## config.mk

```make
export PLATFORM = sky130hd
export DESIGN_NAME = dcg_clear_gate
export DESIGN_NICKNAME = d
export VERILOG_FILES = /design/src/dcg_pkg.sv /design/src/dcg_alarm_latch.sv /design/src/dcg_clear_gate.sv
export SDC_FILE = /design/constraint.sdc
export NUM_CORES = 1
export LEC_CHECK = 0
export ABC_CLOCK_PERIOD_IN_PS = 1900
export BUFFER_PORTS_ARGS = -buffer_cell sky130_fd_sc_hd__buf_2
export CORE_MARGIN = 4
export CORE_UTILIZATION = 56
export CTS_CLUSTER_SIZE = 28
export DETAILED_ROUTE_END_ITERATION = 12
export GPL_TIMING_DRIVEN = 0
export PLACE_DENSITY = 0.9
export SLEW_MARGIN = 20
export SYNTH_ARGS = -nofsm -noshare
export SYNTH_HDL_FRONTEND = slang
export SYNTH_HIERARCHICAL = 1
export SYNTH_SLANG_ARGS = --single-unit
```

## constraint.sdc

```tcl
create_clock -name sys_clk -period 1.9 [get_ports sys_clk]
set_input_delay 0.095 -clock sys_clk [delete_from_list [all_inputs] [get_ports sys_clk]]
set_output_delay 0.095 -clock sys_clk [all_outputs]
set_load 0.05 [all_outputs]
```

## src/dcg_pkg.sv

```systemverilog
/*
  Package for the converter clear gating block: register offsets, field
  positions, reset values and widths.
  Assumes an 8-bit register port with byte addresses as printed.
*/
package dcg_pkg;
  localparam int unsigned DCG_ADDR_W = 8;
  localparam int unsigned DCG_DATA_W = 8;
  localparam int unsigned DCG_NUM_CH = 16;
  localparam int unsigned DCG_NUM_ADC = 5;
  localparam int unsigned DCG_NUM_MISC = 4;
  localparam int unsigned DCG_NUM_ALARM = DCG_NUM_ADC + DCG_NUM_MISC;
  // Register offsets
  localparam logic [7:0] DCG_CLR_EN_LOW_ADDR = 8'h18;
  localparam logic [7:0] DCG_CLR_EN_HIGH_ADDR = 8'h19;
  localparam logic [7:0] DCG_CLR_SRC_ADC_ADDR = 8'h1a;
  localparam logic [7:0] DCG_CLR_SRC_MISC_ADDR = 8'h1b;
  localparam logic [7:0] DCG_ALARM_STAT_ADDR = 8'h1f;
  localparam logic [7:0] DCG_CTRL_ADDR = 8'h1d;
  localparam logic [7:0] DCG_CLR_STAT_LOW_ADDR = 8'h20;
  localparam logic [7:0] DCG_CLR_STAT_HIGH_ADDR = 8'h21;
  localparam logic [7:0] DCG_ALARM_STAT_HI_ADDR = 8'h22;
  // Writable bit masks; reserved bits store zero
  localparam logic [7:0] DCG_SRC_ADC_MASK = 8'h1f;
  localparam logic [7:0] DCG_SRC_MISC_MASK = 8'h0f;
  // Misc source field positions
  localparam int unsigned DCG_EXT_PIN_BIT = 3;
  localparam int unsigned DCG_THERM_BIT = 2;
  localparam int unsigned DCG_LT_HIGH_BIT = 1;
  localparam int unsigned DCG_LT_LOW_BIT = 0;
  // Control register field: alarm latch disable
  localparam int unsigned DCG_LATCH_DIS_BIT = 4;
  localparam logic [7:0] DCG_RESET_VAL = 8'h00;
endpackage : dcg_pkg

```

## src/dcg_alarm_latch.sv

```systemverilog
/*
  Alarm flag holder: one flag per alarm source, sticky or following.
  Assumes alarm conditions are already in the sys_clk domain.
*/
`timescale 1ns/1ps
module dcg_alarm_latch
  import dcg_pkg::*;
#(
  parameter int unsigned N = DCG_NUM_ALARM
) (
  input wire logic sys_clk,
  input wire logic rst_n,
  input wire logic [N-1:0] cond,
  input wire logic latch_disable,
  input wire logic read_clear,
  output logic [N-1:0] flag_q
);
  typedef struct packed {
    logic [N-1:0] flag;
  } dcg_latch_type;
  dcg_latch_type s_q;
  dcg_latch_type s_d;

  // Set beats the read clear, so a new alarm is never lost
  always_comb begin
    s_d = s_q;
    if (latch_disable) begin
      s_d.flag = cond;
    end else if (read_clear) begin
      s_d.flag = cond;
    end else begin
      s_d.flag = s_q.flag | cond;
    end
  end

  // State register
  always_ff @(posedge sys_clk or negedge rst_n) begin
    if (!rst_n) begin
      s_q <= '0;
    end else begin
      s_q <= s_d;
    end
  end

  assign flag_q = s_q.flag;

  sticky_hold_a: assert property (@(posedge sys_clk) disable iff (!rst_n)
    (!latch_disable && !read_clear && flag_q != '0) |=>
      ((flag_q & $past(flag_q)) == $past(flag_q)))
    else $error("Latched alarm flag dropped without read");
  follow_mode_a: assert property (@(posedge sys_clk) disable iff (!rst_n)
    latch_disable |=> flag_q == $past(cond))
    else $error("Alarm flag not following condition");
endmodule : dcg_alarm_latch

```

## src/dcg_clear_gate.sv

```systemverilog
/*
  Converter clear gating: clear enables, clear source selects, alarm
  flags and the per-channel forced clear outputs, on a simple register
  port (address, write data, write and read strobes, data next cycle).
  Assumes alarm inputs come from other clock domains or pins and are
  synchronised here; strobes are never both high at once.
*/
// Added by the designer: the address-and-strobe port.
`timescale 1ns/1ps
module dcg_clear_gate
  import dcg_pkg::*;
(
  input wire logic sys_clk,
  input wire logic rst_n,
  input wire logic [DCG_ADDR_W-1:0] reg_addr,
  input wire logic [DCG_DATA_W-1:0] reg_wdata,
  input wire logic reg_write,
  input wire logic reg_read,
  output logic [DCG_DATA_W-1:0] reg_rdata,
  input wire logic [DCG_NUM_ADC-1:0] input_alarm,
  input wire logic external_alarm_input_pin,
  input wire logic thermal_alarm,
  input wire logic local_temp_high_alarm,
  input wire logic local_temp_low_alarm,
  input wire logic auto_mode,
  output logic [DCG_NUM_CH-1:0] channel_clear,
  output logic clear_event
);
  localparam int unsigned NA = DCG_NUM_ALARM;
  localparam int unsigned HALF = DCG_NUM_CH / 2;

  typedef struct packed {
    logic [DCG_NUM_CH-1:0] channel_clear_enable;
    logic [DCG_DATA_W-1:0] src_adc;
    logic [DCG_DATA_W-1:0] src_misc;
    logic alarm_latch_disable;
    logic [NA-1:0] sync1;
    logic [NA-1:0] sync2;
    logic [DCG_DATA_W-1:0] rdata;
    logic [DCG_NUM_CH-1:0] clr;
    logic evt;
  } dcg_state_type;

  dcg_state_type s_q;
  dcg_state_type s_d;
  logic [NA-1:0] raw_alarm;
  logic [NA-1:0] flag;
  logic [NA-1:0] select;
  logic stat_read;
  logic evt_now;

  // Alarm vector: inputs in bits 0-4 low, misc sources above in bits 5-8
  assign raw_alarm = {external_alarm_input_pin, thermal_alarm,
                      local_temp_high_alarm, local_temp_low_alarm,
                      input_alarm};
  assign select = {s_q.src_misc[DCG_NUM_MISC-1:0],
                   s_q.src_adc[DCG_NUM_ADC-1:0]};
  // Reading either status register releases the latched flags
  assign stat_read = reg_read && (reg_addr == DCG_ALARM_STAT_ADDR ||
                                  reg_addr == DCG_ALARM_STAT_HI_ADDR);

  dcg_alarm_latch #(
    .N(NA)
  ) u_latch (
    .sys_clk(sys_clk),
    .rst_n(rst_n),
    .cond(s_q.sync2),
    .latch_disable(s_q.alarm_latch_disable),
    .read_clear(stat_read),
    .flag_q(flag)
  );

  // Clear event from selected flags; operating mode is not looked at
  assign evt_now = |(flag & select);

  // Next state: sync, register writes, read mux, clear outputs
  always_comb begin
    s_d = s_q;
    s_d.sync1 = raw_alarm;
    s_d.sync2 = s_q.sync1;
    s_d.rdata = DCG_RESET_VAL;
    if (reg_write) begin
      if (reg_addr == DCG_CLR_EN_LOW_ADDR) begin
        s_d.channel_clear_enable[HALF-1:0] = reg_wdata;
      end else if (reg_addr == DCG_CLR_EN_HIGH_ADDR) begin
        s_d.channel_clear_enable[DCG_NUM_CH-1:HALF] = reg_wdata;
      end else if (reg_addr == DCG_CLR_SRC_ADC_ADDR) begin
        s_d.src_adc = reg_wdata & DCG_SRC_ADC_MASK;
      end else if (reg_addr == DCG_CLR_SRC_MISC_ADDR) begin
        s_d.src_misc = reg_wdata & DCG_SRC_MISC_MASK;
      end else if (reg_addr == DCG_CTRL_ADDR) begin
        s_d.alarm_latch_disable = reg_wdata[DCG_LATCH_DIS_BIT];
      end
    end
    if (reg_read) begin
      if (reg_addr == DCG_CLR_EN_LOW_ADDR) begin
        s_d.rdata = s_q.channel_clear_enable[HALF-1:0];
      end else if (reg_addr == DCG_CLR_EN_HIGH_ADDR) begin
        s_d.rdata = s_q.channel_clear_enable[DCG_NUM_CH-1:HALF];
      end else if (reg_addr == DCG_CLR_SRC_ADC_ADDR) begin
        s_d.rdata = s_q.src_adc;
      end else if (reg_addr == DCG_CLR_SRC_MISC_ADDR) begin
        s_d.rdata = s_q.src_misc;
      end else if (reg_addr == DCG_CTRL_ADDR) begin
        s_d.rdata[DCG_LATCH_DIS_BIT] = s_q.alarm_latch_disable;
      end else if (reg_addr == DCG_ALARM_STAT_ADDR) begin
        s_d.rdata = flag[DCG_DATA_W-1:0];
      end else if (reg_addr == DCG_ALARM_STAT_HI_ADDR) begin
        s_d.rdata = {{(2*DCG_DATA_W-NA){1'b0}}, flag[NA-1:DCG_DATA_W]};
      end else if (reg_addr == DCG_CLR_STAT_LOW_ADDR) begin
        s_d.rdata = s_q.clr[HALF-1:0];
      end else if (reg_addr == DCG_CLR_STAT_HIGH_ADDR) begin
        s_d.rdata = s_q.clr[DCG_NUM_CH-1:HALF];
      end
    end
    s_d.evt = evt_now;
    // Enabled channels forced clear, others left alone
    s_d.clr = evt_now ? s_q.channel_clear_enable
                      : '0;
  end

  // One register for all state but the alarm flags in u_latch; reset gives all zeros
  always_ff @(posedge sys_clk or negedge rst_n) begin
    if (!rst_n) begin
      s_q <= '0;
    end else begin
      s_q <= s_d;
    end
  end

  assign reg_rdata = s_q.rdata;
  assign channel_clear = s_q.clr;
  assign clear_event = s_q.evt;

  enable_gates_a: assert property (@(posedge sys_clk) disable iff (!rst_n)
    channel_clear == (clear_event ? s_q.channel_clear_enable
                       : '0) || $changed(s_q.channel_clear_enable))
    else $error("Clear output not gated by enable");
  disabled_quiet_a: assert property (@(posedge sys_clk) disable iff (!rst_n)
    ((channel_clear & ~$past(s_q.channel_clear_enable)) == '0))
    else $error("Disabled channel was cleared");
  event_cause_a: assert property (@(posedge sys_clk) disable iff (!rst_n)
    clear_event == $past(|(flag & select)))
    else $error("Clear event not from selected flags");
  no_source_a: assert property (@(posedge sys_clk) disable iff (!rst_n)
    $past(select) == '0 |-> channel_clear == '0)
    else $error("Channel cleared with no source selected");
  mode_free_a: assert property (@(posedge sys_clk) disable iff (!rst_n)
    (auto_mode || !auto_mode) && $past(evt_now) |->
      channel_clear == $past(s_q.channel_clear_enable))
    else $error("Clear depends on operating mode");
  reserved_zero_a: assert property (@(posedge sys_clk) disable iff (!rst_n)
    (s_q.src_adc & ~DCG_SRC_ADC_MASK) == '0 &&
    (s_q.src_misc & ~DCG_SRC_MISC_MASK) == '0)
    else $error("Reserved source bit set");
  low_write_a: assert property (@(posedge sys_clk) disable iff (!rst_n)
    reg_write && reg_addr == DCG_CLR_EN_LOW_ADDR |=>
      s_q.channel_clear_enable[HALF-1:0] == $past(reg_wdata))
    else $error("Low enable write lost");
  readback_a: assert property (@(posedge sys_clk) disable iff (!rst_n)
    reg_read && reg_addr == DCG_CLR_SRC_MISC_ADDR |=>
      reg_rdata == $past(s_q.src_misc))
    else $error("Misc source readback wrong");
  adc_select_a: assert property (@(posedge sys_clk) disable iff (!rst_n)
    reg_write && reg_addr == DCG_CLR_SRC_ADC_ADDR |=>
      select[DCG_NUM_ADC-1:0] == $past(reg_wdata[DCG_NUM_ADC-1:0]))
    else $error("Adc source select not applied");
  misc_select_a: assert property (@(posedge sys_clk) disable iff (!rst_n)
    select[NA-1:DCG_NUM_ADC] == s_q.src_misc[DCG_NUM_MISC-1:0])
    else $error("Misc select order wrong");
  // Upper enable half must land from the write data too
  high_write_a: assert property (@(posedge sys_clk) disable iff (!rst_n)
    reg_write && reg_addr == DCG_CLR_EN_HIGH_ADDR |=>
      s_q.channel_clear_enable[DCG_NUM_CH-1:HALF] == $past(reg_wdata))
    else $error("High enable write lost");
  // Misc write keeps only the four documented select bits
  misc_write_a: assert property (@(posedge sys_clk) disable iff (!rst_n)
    reg_write && reg_addr == DCG_CLR_SRC_MISC_ADDR |=>
      s_q.src_misc == ($past(reg_wdata) & DCG_SRC_MISC_MASK))
    else $error("Misc source write wrong");
  // No read strobe means the read port shows zero next cycle
  idle_rdata_a: assert property (@(posedge sys_clk) disable iff (!rst_n)
    !reg_read |=> reg_rdata == DCG_RESET_VAL)
    else $error("Read data not zero when idle");
  // Sticky flags must drop after a status read once conditions are gone
  read_release_a: assert property (@(posedge sys_clk) disable iff (!rst_n)
    stat_read && !s_q.alarm_latch_disable && s_q.sync2 == '0 |=>
      flag == '0)
    else $error("Status read did not release flags");
endmodule : dcg_clear_gate

```

==> run metrics <==
run status finished clean; highest clock frequency the design can meet 0.602 GHz; sequential standard cell area 1950 um2; cell depth of the worst min-delay path 2; net total in the final layout 371; post-synthesis sequential area ratio 0.580; met1 track utilization from global routing 0.294; I/O pin total 55; count of yosys warnings during synthesis 6; transition time at the pin with the least slew margin 0.536 ns; capturing element type of the critical path register; height of the die 85.5 um; global-route usage over all layers 0.230; top cells by area, synth sky130_fd_sc_hd__dfrtp_1 (58%), sky130_fd_sc_hd__mux2_2 (11%), sky130_fd_sc_hd__buf_4 (5.4%), sky130_fd_sc_hd__nor2b_1 (3.3%), sky130_fd_sc_hd__a21o_1 (2.0%); commonest non-fill, non-tap cells in the layout sky130_fd_sc_hd__dfrtp_1 (78), sky130_fd_sc_hd__buf_2 (58), sky130_fd_sc_hd__mux2_2 (34); number of buffers between clock root and the deepest sink 2; Post-Syn Nets 293; setup repair after global routing missed its margin false; number of non-filler instances in the completed layout 418; Min Clock Period, post-route 1.66 ns; starting density of the core 0.593; peak fanout along the critical path 10; multi-input gate area in the final layout 1170 um2; Avg WL per Cell 18.4 um; final hold viol count 0; reg-to-reg critical path endpoint channel_clear[12]$_DFF_PN0_; row count 27; Cell variety after synth 43; antenna cells 0; Mapped Avg Cell Area 12.8 um2; area of the mapped netlist 3360 um2; reg-to-reg slack, setup 0.24 ns; final setup skew 0.0117 ns; Power Dens Cells 816 nW/um2; number of filler instances in the final layout 405; slew margin rel. 0.642; First DRT Iteration DRCs 272; global-route wire length before repair 12.7 mm; cell count of the worst reg-to-reg path 5; critical path's slowest cell sky130_fd_sc_hd__dfrtp_1; maximum vdd drop 648 uV; global-route met3 utilization 0.0490; number of antenna violations at the first check in global routing 0; most common library cell in the layout ignoring fill and taps sky130_fd_sc_hd__dfrtp_1; total of max-cap violations 0; area share of the leading cell type in the synthesized netlist 0.580; Syn-to-layout area delta 20.9%; number of global-route vias before repair 2493; total power 0.00332 W; share of synthesized registers carrying an async set or reset 1.00; Max Slew Vio Count 0; total clock sinks 78; number of H-tree levels 3; largest net degree at the start of global routing 46; Top Usage Layer GRT met2; Post-Route Setup TNS 0 ns; Syn Inst Count 263; classification of the worst-slack hold path in2reg; count of unresolved DRC violations after routing 0; clk_lat worst skew 0.35 ns; share of cells above drive strength 1 0.419; Most used DFF post-synth sky130_fd_sc_hd__dfrtp_1; number of buffers inserted by port buffering 52; critical path's largest stage delay 0.41 ns; standby leakage power 1.98 nW; required time of the worst setup path 2.14 ns; RD Place Congestion 0.924; Worst setup SP type register; largest delay contributor family on the critical path compound AO/OA/AOI/OAI gates; antenna-violating nets left 0; grt total ovfl 0; total number of vias 2388; EDFF count, synth 0; HPWL after detailed placement 5.30 mm; core region area 5680 um2; root cell of the clock tree sky130_fd_sc_hd__clkbuf_8; Yosys reg bits 78; TritonCTS clock tree built; critical setup path kind reg2reg; hold_sp reg_wdata[0]; endpoint of the worst hold-timing path s_q[68]$_DFFE_PN0P_; CP Cell Sequence a222oi_1, nand3_1, a221oi_4, buf_2, nor2b_1; Yosys top cell by area sky130_fd_sc_hd__dfrtp_1; post-route fraction of the period consumed by the critical path 0.874; die extent in x 85.5 um; final WL 7.70 mm; CP Buf/Inv Count 1; iteration count of the initial detailed-routing pass 5; critical path arrival 1.90 ns; Crit Reg-Reg Startpoint s_q[54]$_DFFE_PN0P_; number of buffers created by CTS 9; placed instance count 388; DIE AREA 7310 um2; clock transition at the registers of the reported paths 0.08 ns; ratio of routed vias to standard cells 5.71; GRT met2 Usage 0.371; setup violators final 0
-- power by group --
| part | switching [W] | leakage [nW] | total, W | internal, W |
|---|---|---|---|---|
| clock network | 0.000631 | 0.0785 | 0.00112 | 0.000484 |
| registers | 0.0000502 | 0.996 | 0.00178 | 0.00173 |
| logic | 0.000255 | 0.908 | 0.000419 | 0.000165 |
-- state kept, by name, indices dropped and copies added, names as in the netlist --
register	flops
s_q	35
channel_clear	16
s_d	9
u_latch/flag_q	9
reg_rdata	8
clear_event	1
-- layer usage --
metal	wire [um]	vias up
met5	0	-
li1	-	1078
met4	184	0
met3	617	18
met2	3890	126
met1	3010	1166
-- cell usage after synthesis (5+ instances only) --
master	count
sky130_fd_sc_hd__a22oi_1	7
sky130_fd_sc_hd__o21ai_0	9
sky130_fd_sc_hd__buf_2	7
sky130_fd_sc_hd__nand2_1	10
sky130_fd_sc_hd__nor2b_1	18
sky130_fd_sc_hd__dfrtp_1	78
sky130_fd_sc_hd__nor2_1	7
sky130_fd_sc_hd__buf_4	24
sky130_fd_sc_hd__a21o_1	9
sky130_fd_sc_hd__inv_1	5
sky130_fd_sc_hd__mux2_2	34
sky130_fd_sc_hd__mux2i_1	5
-- how the worst max path moves through the flow --
stage	startpoint	to	slack, ns	cells after the start
finish	s_q[54]$_DFFE_PN0P_	channel_clear[12]$_DFF_PN0_	0.24	5
global route	u_latch/flag_q[2]$_DFF_PN0_	channel_clear[12]$_DFF_PN0_	0.12	5
CTS	s_q[54]$_DFFE_PN0P_	channel_clear[12]$_DFF_PN0_	0.23	5
detailed placement	s_q[54]$_DFFE_PN0P_	channel_clear[12]$_DFF_PN0_	-0.19	5
floorplan	reg_addr[2]	u_latch/flag_q[0]$_DFF_PN0_	0.17	6
global placement	s_q[54]$_DFFE_PN0P_	channel_clear[7]$_DFF_PN0_	-0.14	5
-- layout make-up --
type,count,area share
Clock buffer,9,0.0305
Clock inverter,7,0.0139
Multi-Input combinational cell,146,0.288
Sequential cell,78,0.480
Timing Repair Buffer,67,0.103
Buffer,34,0.0576
Inverter,5,0.00462
Tap cell,72,0.0222
-- through the flow --
step                hold slack, ns  worst slack, ns   util  area (um2)
detailed placement          0.0623           -0.186  0.658        3740
CTS                        0.00697            0.231  0.716        4070
floorplan                   -0.201            0.170      -        3360
global placement             0.204           -0.141  0.654        3710
finish                      0.0174            0.239  0.716        4070
global route                0.0126            0.121  0.716        4070
-- what timing repair did --
| item | CTS | global route |
|---|---|---|
| hold endpoints to repair | 46 | 0 |
| hold buffers | 13 | 0 |
| buffers inserted | 1 | 0 |
| setup endpoints to repair | 10 | 0 |
| gates resized for setup | 1 | 0 |
-- kinds of logic (layout without fill, tap and decap cells) --
logic type      count (synthesis)  count (layout)  synth area share
flops                          78              78             0.580
mux                            39              39             0.129
buf+inv                        39             122            0.0751
compound gates                 47              47             0.107
simple gates                   60              60             0.109
Note: power is estimated with default switching activity, not from simulation.
